### src/inc/bsr_map.vh
`ifndef BSR_MAP_VH
`define BSR_MAP_VH
// chain geometry
`define BSR_LEN          118
`define BSR_TXLO_BASE    0
`define BSR_DRV_EN_IN    16
`define BSR_CHAN_CTL     17
`define BSR_CHAN_OUT     18
`define BSR_ACK_OUT      19
`define BSR_BUS_BASE     20
`define BSR_STRAP_BASE   68
`define BSR_RX_BASE      86
`define BSR_TXHI_BASE    102
// instruction codes
`define BSR_IR_W         3
`define BSR_IR_RST       3'h7
`define BSR_IR_EXT_MAX   3'h1
`define BSR_IR_BYP_MIN   3'h6
// tap states, then the ir capture value
`define BSR_ST_RESET     4'h0
`define BSR_ST_IDLE      4'h1
`define BSR_ST_SEL_DR    4'h2
`define BSR_ST_CAP_DR    4'h3
`define BSR_ST_SH_DR     4'h4
`define BSR_ST_EX1_DR    4'h5
`define BSR_ST_PAU_DR    4'h6
`define BSR_ST_EX2_DR    4'h7
`define BSR_ST_UPD_DR    4'h8
`define BSR_ST_SEL_IR    4'h9
`define BSR_ST_CAP_IR    4'ha
`define BSR_ST_SH_IR     4'hb
`define BSR_ST_EX1_IR    4'hc
`define BSR_ST_PAU_IR    4'hd
`define BSR_ST_EX2_IR    4'he
`define BSR_ST_UPD_IR    4'hf
`define BSR_IR_CAPT      3'h1
`endif

### src/logic/bsr_tap.v
`include "bsr_map.vh"

// Function
// - two data registers, boundary chain and bypass, chosen by instruction.
// - bypass places exactly one flip-flop stage between tdi and tdo.
// - boundary chain is 118 cells, indices 0 to 117.
// - cell 0 shifts out first; cell 117 sits next to tdi.
// - control cells active high; 1 drives the pin, 0 floats it.
// - tx streams use control even, output odd, cells 0-15 and 102-117.
// - cell 16 drive-enable input, 17/18 control channel, 19 ack output.
// - sixteen bus pins get control, output, input cells, 20 to 67.
// - input cells 68-101 carry strobes, address, straps, frame, rx 15-0.
// - codes 0-1 extest, 2-5 sample/preload, 6-7 bypass.
// - tms and tdi are sampled at rising test clock edges.
// - tdo changes at falling test clock edges while shifting.
// - tdo floats whenever no register is shifting.
module bsr_tap (
    // clock and reset
    input  wire        core_clk_i,
    input  wire        arst_n_i,
    // test port pins
    input  wire        tck_i,
    input  wire        tms_i,
    input  wire        tdi_i,
    input  wire        trst_n_i,
    output reg         tdo_o,
    output reg         tdo_oe_o,
    // functional side, from core
    input  wire [15:0] core_tx_i,
    input  wire [15:0] core_tx_oe_i,
    input  wire        core_chan_ctl_i,
    input  wire        core_chan_ctl_oe_i,
    input  wire        core_ack_i,
    input  wire [15:0] core_bus_i,
    input  wire [15:0] core_bus_oe_i,
    // pin values seen at the input buffers
    input  wire [15:0] pin_bus_i,
    input  wire        output_drive_enable_pin_i,
    input  wire [17:0] pin_ctl_i,
    input  wire [15:0] pin_rx_i,
    // driven pin side
    output wire [15:0] pin_tx_o,
    output wire [15:0] pin_tx_oe_o,
    output wire        control_channel_pin_o,
    output wire        control_channel_pin_oe_o,
    output wire        data_ack_pin_o,
    output wire [15:0] pin_bus_o,
    output wire [15:0] pin_bus_oe_o,
    output wire        extest_o
);
    localparam N = `BSR_LEN;

    // ======================================================
    // reset release and input sampling
    reg  [1:0] rst_sh_r;
    wire       rst_n = rst_sh_r[1];
    always @(posedge core_clk_i or negedge arst_n_i) begin
        if (!arst_n_i) rst_sh_r <= 2'b00;
        else rst_sh_r <= {rst_sh_r[0], 1'b1};
    end

    wire [3:0] tp_s;
    bsr_sync #(.W(4)) u_sync (
        .clk_i   (core_clk_i),
        .rst_n_i (rst_n),
        .d_i     ({trst_n_i, tdi_i, tms_i, tck_i}),
        .q_o     (tp_s)
    );
    reg  tck_d_r;
    always @(posedge core_clk_i or negedge rst_n) begin
        if (!rst_n) tck_d_r <= 1'b0;
        else tck_d_r <= tp_s[0];
    end
    wire tck_rise = tp_s[0] & ~tck_d_r;
    wire tck_fall = ~tp_s[0] & tck_d_r;
    wire tms_s    = tp_s[1];
    wire tdi_s    = tp_s[2];
    wire trst_ok  = tp_s[3];

    // pin images for capture cross into the core clock as well
    wire [15:0] pin_bus_s;
    wire [15:0] pin_rx_s;
    wire [17:0] pin_ctl_s;
    wire        drv_en_s;
    bsr_sync #(.W(51)) u_pin_sync (
        .clk_i   (core_clk_i),
        .rst_n_i (rst_n),
        .d_i     ({output_drive_enable_pin_i, pin_ctl_i, pin_rx_i,
                   pin_bus_i}),
        .q_o     ({drv_en_s, pin_ctl_s, pin_rx_s, pin_bus_s})
    );

    // ======================================================
    // tap controller, advances at sampled rising edges
    reg [3:0] st_r;
    reg [3:0] st_nxt;
    always @* begin
        case (st_r)
            `BSR_ST_RESET:  st_nxt = tms_s ? `BSR_ST_RESET  : `BSR_ST_IDLE;
            `BSR_ST_IDLE:   st_nxt = tms_s ? `BSR_ST_SEL_DR : `BSR_ST_IDLE;
            `BSR_ST_SEL_DR: st_nxt = tms_s ? `BSR_ST_SEL_IR : `BSR_ST_CAP_DR;
            `BSR_ST_CAP_DR: st_nxt = tms_s ? `BSR_ST_EX1_DR : `BSR_ST_SH_DR;
            `BSR_ST_SH_DR:  st_nxt = tms_s ? `BSR_ST_EX1_DR : `BSR_ST_SH_DR;
            `BSR_ST_EX1_DR: st_nxt = tms_s ? `BSR_ST_UPD_DR : `BSR_ST_PAU_DR;
            `BSR_ST_PAU_DR: st_nxt = tms_s ? `BSR_ST_EX2_DR : `BSR_ST_PAU_DR;
            `BSR_ST_EX2_DR: st_nxt = tms_s ? `BSR_ST_UPD_DR : `BSR_ST_SH_DR;
            `BSR_ST_UPD_DR: st_nxt = tms_s ? `BSR_ST_SEL_DR : `BSR_ST_IDLE;
            `BSR_ST_SEL_IR: st_nxt = tms_s ? `BSR_ST_RESET  : `BSR_ST_CAP_IR;
            `BSR_ST_CAP_IR: st_nxt = tms_s ? `BSR_ST_EX1_IR : `BSR_ST_SH_IR;
            `BSR_ST_SH_IR:  st_nxt = tms_s ? `BSR_ST_EX1_IR : `BSR_ST_SH_IR;
            `BSR_ST_EX1_IR: st_nxt = tms_s ? `BSR_ST_UPD_IR : `BSR_ST_PAU_IR;
            `BSR_ST_PAU_IR: st_nxt = tms_s ? `BSR_ST_EX2_IR : `BSR_ST_PAU_IR;
            `BSR_ST_EX2_IR: st_nxt = tms_s ? `BSR_ST_UPD_IR : `BSR_ST_SH_IR;
            `BSR_ST_UPD_IR: st_nxt = tms_s ? `BSR_ST_SEL_DR : `BSR_ST_IDLE;
            default:        st_nxt = `BSR_ST_RESET;
        endcase
    end

    // ======================================================
    // instruction register and decode
    reg  [`BSR_IR_W-1:0] ir_sh_r;
    reg  [`BSR_IR_W-1:0] ir_r;
    wire sel_byp  = (ir_r >= `BSR_IR_BYP_MIN);
    wire is_ext   = (ir_r <= `BSR_IR_EXT_MAX);
    assign extest_o = is_ext;

    // ======================================================
    // boundary chain: capture image from pins and core
    wire [N-1:0] cap;
    genvar g;
    generate
        for (g = 0; g < 8; g = g + 1) begin : g_tx
            // stream 7-g low half, 15-g high half
            assign cap[`BSR_TXLO_BASE + 2*g]     = core_tx_oe_i[7-g];
            assign cap[`BSR_TXLO_BASE + 2*g + 1] = core_tx_i[7-g];
            assign cap[`BSR_TXHI_BASE + 2*g]     = core_tx_oe_i[15-g];
            assign cap[`BSR_TXHI_BASE + 2*g + 1] = core_tx_i[15-g];
        end
        for (g = 0; g < 16; g = g + 1) begin : g_bus
            // bit 15 first; control, output, input
            assign cap[`BSR_BUS_BASE + 3*g]     = core_bus_oe_i[15-g];
            assign cap[`BSR_BUS_BASE + 3*g + 1] = core_bus_i[15-g];
            assign cap[`BSR_BUS_BASE + 3*g + 2] = pin_bus_s[15-g];
            assign cap[`BSR_RX_BASE + g]        = pin_rx_s[15-g];
        end
        for (g = 0; g < 18; g = g + 1) begin : g_ctl
            // pin_ctl_i[17] is the bus type select, down to frame
            assign cap[`BSR_STRAP_BASE + g]     = pin_ctl_s[17-g];
        end
    endgenerate
    assign cap[`BSR_DRV_EN_IN] = drv_en_s;
    assign cap[`BSR_CHAN_CTL]  = core_chan_ctl_oe_i;
    assign cap[`BSR_CHAN_OUT]  = core_chan_ctl_i;
    assign cap[`BSR_ACK_OUT]   = core_ack_i;

    // ======================================================
    // shift, capture and update at rising test clock
    reg [N-1:0] bs_sh_r;
    reg [N-1:0] bs_up_r;
    reg         byp_r;
    always @(posedge core_clk_i or negedge rst_n) begin
        if (!rst_n) begin
            st_r    <= `BSR_ST_RESET;
            ir_sh_r <= {`BSR_IR_W{1'b0}};
            ir_r    <= `BSR_IR_RST;
            bs_sh_r <= {N{1'b0}};
            bs_up_r <= {N{1'b0}};
            byp_r   <= 1'b0;
        end else if (!trst_ok) begin
            st_r    <= `BSR_ST_RESET;
            ir_r    <= `BSR_IR_RST;
        end else if (tck_rise) begin
            st_r <= st_nxt;
            case (st_r)
                `BSR_ST_RESET:  ir_r    <= `BSR_IR_RST;
                `BSR_ST_CAP_IR: ir_sh_r <= `BSR_IR_CAPT;
                `BSR_ST_SH_IR:  ir_sh_r <= {tdi_s, ir_sh_r[`BSR_IR_W-1:1]};
                `BSR_ST_UPD_IR: ir_r    <= ir_sh_r;
                `BSR_ST_CAP_DR: begin
                    byp_r <= 1'b0;
                    if (!sel_byp) bs_sh_r <= cap;
                end
                `BSR_ST_SH_DR: begin
                    if (sel_byp) byp_r <= tdi_s;
                    else bs_sh_r <= {tdi_s, bs_sh_r[N-1:1]};
                end
                `BSR_ST_UPD_DR: if (!sel_byp) bs_up_r <= bs_sh_r;
                default: ;
            endcase
        end
    end

    // ======================================================
    // tdo: falling test clock, floats when not shifting
    wire shifting = (st_r == `BSR_ST_SH_DR) || (st_r == `BSR_ST_SH_IR);
    wire so = (st_r == `BSR_ST_SH_IR) ? ir_sh_r[0] :
              (sel_byp ? byp_r : bs_sh_r[0]);
    always @(posedge core_clk_i or negedge rst_n) begin
        if (!rst_n) begin
            tdo_o    <= 1'b0;
            tdo_oe_o <= 1'b0;
        end else if (tck_fall) begin
            tdo_o    <= shifting ? so : 1'b0;
            tdo_oe_o <= shifting;
        end
    end

    // ======================================================
    // pin muxing: extest drives from update cells, else core
    generate
        for (g = 0; g < 8; g = g + 1) begin : g_txo
            assign pin_tx_oe_o[7-g]  = is_ext ?
                bs_up_r[`BSR_TXLO_BASE + 2*g] : core_tx_oe_i[7-g];
            assign pin_tx_o[7-g]     = is_ext ?
                bs_up_r[`BSR_TXLO_BASE + 2*g + 1] : core_tx_i[7-g];
            assign pin_tx_oe_o[15-g] = is_ext ?
                bs_up_r[`BSR_TXHI_BASE + 2*g] : core_tx_oe_i[15-g];
            assign pin_tx_o[15-g]    = is_ext ?
                bs_up_r[`BSR_TXHI_BASE + 2*g + 1] : core_tx_i[15-g];
        end
        for (g = 0; g < 16; g = g + 1) begin : g_buso
            assign pin_bus_oe_o[15-g] = is_ext ?
                bs_up_r[`BSR_BUS_BASE + 3*g] : core_bus_oe_i[15-g];
            assign pin_bus_o[15-g]    = is_ext ?
                bs_up_r[`BSR_BUS_BASE + 3*g + 1] : core_bus_i[15-g];
        end
    endgenerate
    assign control_channel_pin_oe_o = is_ext ?
        bs_up_r[`BSR_CHAN_CTL] : core_chan_ctl_oe_i;
    assign control_channel_pin_o    = is_ext ?
        bs_up_r[`BSR_CHAN_OUT] : core_chan_ctl_i;
    assign data_ack_pin_o = is_ext ? bs_up_r[`BSR_ACK_OUT] : core_ack_i;
endmodule

### src/logic/bsr_sync.v
// two-stage synchroniser, one per bit
module bsr_sync #(
    parameter W = 1
) (
    input  wire         clk_i,
    input  wire         rst_n_i,
    input  wire [W-1:0] d_i,
    output wire [W-1:0] q_o
);
    genvar g;
    generate
        for (g = 0; g < W; g = g + 1) begin : g_bit
            reg s1_r;
            reg s2_r;
            always @(posedge clk_i or negedge rst_n_i) begin
                if (!rst_n_i) begin
                    s1_r <= 1'b0;
                    s2_r <= 1'b0;
                end else begin
                    s1_r <= d_i[g];
                    s2_r <= s1_r;
                end
            end
            assign q_o[g] = s2_r;
        end
    endgenerate
endmodule

### config.mk
export PLATFORM = sky130hd
export DESIGN_NAME = bsr_tap
export DESIGN_NICKNAME = d
export VERILOG_FILES = /design/src/logic/bsr_tap.v /design/src/logic/bsr_sync.v
export VERILOG_INCLUDE_DIRS = /design/src /design/src/inc
export SDC_FILE = /design/constraint.sdc
export NUM_CORES = 1
export LEC_CHECK = 0
export ABC_AREA = 1
export BUFFER_PORTS_ARGS = -buffer_cell sky130_fd_sc_hd__buf_2
export CAP_MARGIN = 10
export CELL_PAD_IN_SITES_DETAIL_PLACEMENT = 0
export CELL_PAD_IN_SITES_GLOBAL_PLACEMENT = 1
export CORE_ASPECT_RATIO = 0.75
export CORE_MARGIN = 8
export CORE_UTILIZATION = 40
export DETAILED_ROUTE_END_ITERATION = 10
export GPL_TIMING_DRIVEN = 0
export PLACE_DENSITY_LB_ADDON = 0.1
export SYNTH_ARGS = -nofsm -noshare
export SYNTH_HDL_FRONTEND = slang
export SYNTH_HIERARCHICAL = 1
export SYNTH_SLANG_ARGS = --single-unit
### constraint.sdc
create_clock -name core_clk_i -period 10.2 [get_ports core_clk_i]
set_input_delay 1.02 -clock core_clk_i [delete_from_list [all_inputs] [get_ports core_clk_i]]
set_output_delay 1.02 -clock core_clk_i [all_outputs]
set_load 0.02 [all_outputs]
# Word-level counts from Yosys, hierarchy flattened
# Index checks and enable logic that the tools add are counted.
# word_totals
register_bits	362
in_bits	124
out_inout_bits	70
wordCells	253
# classes
magnitude_cmp	2
n_eq_ne	20
muxes	94
bitwise	5
reduce_logical	12
# op_table
op	count
$mux 118	2
$pmux 118 s2	1
$mux 1	74
$pmux 4 s12	1
$eq 4x4->1 const B	8
$mux 4	6
$eq 4x3->1 const B	4
$mux 3	4
$pmux 3 s2	2
$eq 4x2->1 const B	2
$ne 2x2->1 const B	4
$reduce_and 4->1	2
$mux 2	3
$reduce_and 5->1	1
$eq 4x1->1 const B	1
$logic_not 4->1	1
$reduce_bool 2->1	2
$reduce_or 2->1	2
$ge 3x3->1 const B	1
$le 3x1->1 const B	1
$ne 3x3->1 const B	1
$not 1->1	3
$reduce_and 3->1	1
$reduce_or 3->1	1
other kinds (4)	5

# Depth between registers and ports, before layout
# depth
depth_word	5
depth_mapped	12

# Modules after synthesis
# Netlist, hierarchy kept.
# modules_own_cells
mod	n_inst	cells_per_inst	area_each_um2
bsr_tap	1	1190	10013.4
bsr_sync at u_pin_sync	1	153	2935.3
bsr_sync at u_sync	1	12	230.2

# Least setup slack after synthesis
# Ideal clock, no wire load.
# synth_timing
kind	input to output
startpoint	input port core_tx_i[8]
endpoint	output port pin_tx_o[8]
t_arrival_ns	1.536
t_required_ns	9.180
slack_ns	7.644
cell_stages	2
n_path_buf	0
cell_sequence	inv_1 o21ai_0
# synth_between
elab_chain_len	1
# synth_rtl
element	line_no	text
from (decl)	bsr_tap.v:29	input wire [15:0] core_tx_i,
$mux 1	bsr_tap.v:218	assign pin_tx_o[15-g] = is_ext ?
to (decl)	bsr_tap.v:42	output wire [15:0] pin_tx_o,
# No other way between the ends.

# Final worst setup path
# layout_timing
startpoint	register ir_r[2]
endpoint	output port pin_bus_oe_o[9]
# layout_between
elab_chain_len	2
# layout_rtl
element	line_no	text
from (decl)	bsr_tap.v:122	reg [`BSR_IR_W-1:0] ir_r;
from (signal assigned)	bsr_tap.v:165	ir_r <= `BSR_IR_RST;
from (signal assigned)	bsr_tap.v:171	ir_r <= `BSR_IR_RST;
from (signal assigned)	bsr_tap.v:175	`BSR_ST_RESET: ir_r <= `BSR_IR_RST;
$le 3x1->1 (no line)	n/a	
$mux 1	bsr_tap.v:222	assign pin_bus_oe_o[15-g] = is_ext ?
to (decl)	bsr_tap.v:48	output wire [15:0] pin_bus_oe_o,
# No other way between the ends.

==> results.md <==
- Outcome: finished clean
- Worst slew margin: 60.4%
- RSZ-0062 raised after global routing: false
- Internal Pwr Total: 2.12 mW
- Yosys reg bits: 310
- Final Util: 49.3%
- FILL cells: 3,119
- Slowest CP cell: nor2_1
- Syn_nets: between 1,000 and 1,500
- Reg2Reg Depth: 10
- Initial drt markers: around 640
- Sequential share of power: 46.6%
- Full die area: 0.0391 mm2
- Vias in the first global route: about 9,700
- DRT Wirelength: 33.3 mm
- Total negative slack: 0 ns
- Worst R2R Setup Slack: around 8.2 ns
- Share of the synthesized area in the top cell type: a little under 60%
- Worst hold margin: 0.278 ns
- Drt pass-1 iters: 5
- Syn-to-layout area delta: 21.4%
- Final-report hold violation count: 0
- Final min period: 3.64 ns
- DR vias: between 9,000 and 10,000
- Rows: 57
- Comb power frac: 6.7%
- Initial Util: 40.6%
- Placed Instance Area: 0.0148 mm2
- Mean post-synth cell area: 9.73 um2
- Final nets: 1,713
- CTS tree: yes
- Worst-margin pin slew: 0.594 ns
- Worst slack at placement: 7.08 ns
- Peak VDD IR: 0.147 mV
- Global placement routability congestion: 0.809
- WP data arrival: 2.62 ns
- End of the critical path: pin_bus_oe_o[9]
- Sw Pwr: around 0.60 mW
- Routed wire per std cell: 16.2 um
- Crit. Startpoint: ir_r[2]
- Reg-to-reg startpoint: u_sync/g_bit[0].s2_r
- Antenna-violating nets left: 0
- Crit end category: primary output
- Reg area: roughly 0.0078 mm2
- Overall global routing resource usage: 17.0%
- Max FO, Critical Path: 10
- Depth of the CTS H-tree: 2
- Largest net degree at the start of global routing: 69
- Share of cells above drive strength 1: 30.0%
- Area of the multi-input gates: around 0.0040 mm2
- CP startpoint kind: flip-flop
- GR Overflow Total: 0
- Worst path cell trace: nor2_1 > buf_2 > buf_2 > mux2_2 > buf_2
- PostCTS Resize Cnt: 0
- Max incr delay on CP: 0.42 ns
- CTS max path bufs: 3
- Setup CP Type: reg -> out
- Setup WS post-layout: 6.56 ns
- Sw frac: 22.1%
- Post-Syn Area: 0.0132 mm2
- Core Area: 0.0324 mm2
- Clock latency on the worst-skew pair: 0.52 ns
- Clk slew on worst S/H paths: 0.06 ns
- Slew Limit Fails: 0
- Req. time, crit path: between 9 and 10 ns
- Initial antenna violation count: 4
- Die Wd: 226 um
- Total of max-cap violations: 0
- Crit-path most repeated cell: buf_2
- Post-CTS setup buffer count: 0
- Root Buffer: clkbuf_16
- Top Ports: 194
- Setup violations, final: 0
- Floorplan die height: 173 um
- LEAKAGE: 8.02 nW
- Clock Power Share: approximately 47%
- First-pass GRT wire length: between 50 and 60 mm
- Buffers on Ports: 193
- Number of buffers created by CTS: 34
- Fin area: 0.0160 mm2
- Post-synth cell types: 28
- Post-synth top area cell: dfrtp_1
- Top cells by area, synth: dfrtp_1 58%, nand2_1 9.9%, o21ai_0 8.4%
- DP Wirelength: roughly 24 mm
- Pwr per Cell Area: about 170 mW/mm2
- Worst min path class: in -> async
- Yosys warns: 6
- Clock Sinks: 310
- Mapped Cells: 1,355
- Tcrit/Tclk final: 35.7%
- Via-per-instance ratio: roughly 4.6
- RR Endpoint: bs_up_r[35]
- DRC viols: 0
- Seq/Total Area, Yosys: 58.9%
- Clk_skew: 0.0132 ns
- Hold-fix buffers at CTS: 0
- Max Fclk: 0.275 GHz
## registers in the layout, indices dropped and copies added (netlist names), 2 cells and up
register and cells:
ir_sh_r 3, ir_r 2, u_sync/g_bit.s1_r 4, bs_up_r 67, u_pin_sync/g_bit.s1_r 51, rst_sh_r 2, bs_sh_r 118, u_pin_sync/g_bit.s2_r 51
st_r 4, u_sync/g_bit.s2_r 4
## worst max-delay path: cells and delay by family (launching register included)
family / cells / cell delay (ns)
and+or+nand+nor: 1 / 0.42
muxes: 1 / 0.40
buffers and inverters: 3 / 0.91
DFF: 1 / 0.37
## layout by cell type (no fill, tap or decap), drive strengths merged
cell type,count
dfrtp,308
mux2,67
nand3,12
dfstp,2
clkinv,4
buf,306
nand2,351
nand4,1
inv,132
clkbuf,76
nor4,2
a21oi,5
conb,1
o21ai,318
nor2,24
clkinvlp,1
diode,1
bufinv,2
## per-stage QoR
| step | std cells | power (mW) |
|---|---|---|
| 2_1_floorplan | 1355 | 1.39 |
| 3_3_place_gp | 1990 | 1.47 |
| 3_5_place_dp | 1995 | 1.47 |
| 4_1_cts | 2054 | 2.76 |
| 5_1_grt | 2055 | 2.83 |
| 6_report | 2055 | 2.72 |
## synthesized netlist by cell type
cell type    n
nand3_2      1
nand2_1    347
inv_2        3
inv_1      129
o21ai_2     40
nor2_2       2
clkbuf_1    19
o21ai_1     58
nor2_1      21
nand4_1      1
clkinv_1     1
buf_4       64
clkinv_4     1
nand2_2      3
nor4_1       2
o21ai_0    220
nand2_4      1
dfrtp_1    308
mux2_2      67
buf_6       10
buf_2       33
buf_8        1
a21oi_1      5
clkbuf_4     3
conb_1       1
dfstp_2      2
nor2_4       1
nand3_1     11
## per-layer routing
| layer | routed length [um] | up-vias | track usage [%] |
|---|---|---|---|
| li1 | - | 4750 | - |
| met1 | 16300 | 4490 | 24.7 |
| met2 | 14500 | 193 | 25.3 |
| met3 | 1670 | 53 | 3.60 |
| met4 | 745 | 4 | 5.06 |
| met5 | 34 | - | 0 |
## worst min-delay path by stage
stage | startpoint | to | slack (ns) | depth (start not counted)
after global placement | u_pin_sync/g_bit[30].s1_r | u_pin_sync/g_bit[30].s2_r | 0.33 | 0
after global routing | arst_n_i | rst_sh_r[1] | 0.26 | 1
after CTS | arst_n_i | rst_sh_r[1] | 0.25 | 1
final | arst_n_i | rst_sh_r[1] | 0.28 | 1
after floorplan | rst_sh_r[0] | rst_sh_r[1] | 0.33 | 0
after detailed placement | rst_sh_r[1] | bs_up_r[63] | 0.31 | 0
## kinds of logic after synthesis
| group | share of synthesized area [%] |
|---|---|
| and+or+nand+nor | 11.5 |
| DFF | 58.9 |
| other | 0.0285 |
| AOI/OAI and AO/OA | 13.4 |
| muxes | 5.72 |
| buffers and inverters | 10.4 |
## power by group through the flow
stage	combinational, mW	sequential, mW	clock, mW
final	0.182	1.26	1.27
after CTS	0.187	1.26	1.31
after global placement	0.158	1.31	0
after detailed placement	0.186	1.29	0
after floorplan	0.0946	1.30	0
after global routing	0.202	1.27	1.36
## layout make-up
type	count	area share (%)
inverter	134	3.17
buffer	130	5.42
clock buffer	54	6.81
timing repair buffer	198	6.85
multi-input combinational	781	25.3
tap	442	3.46
clock inverter	5	0.508
antenna	1	0.0156
sequential	310	48.5
Note: power is estimated with default switching activity, not from simulation.
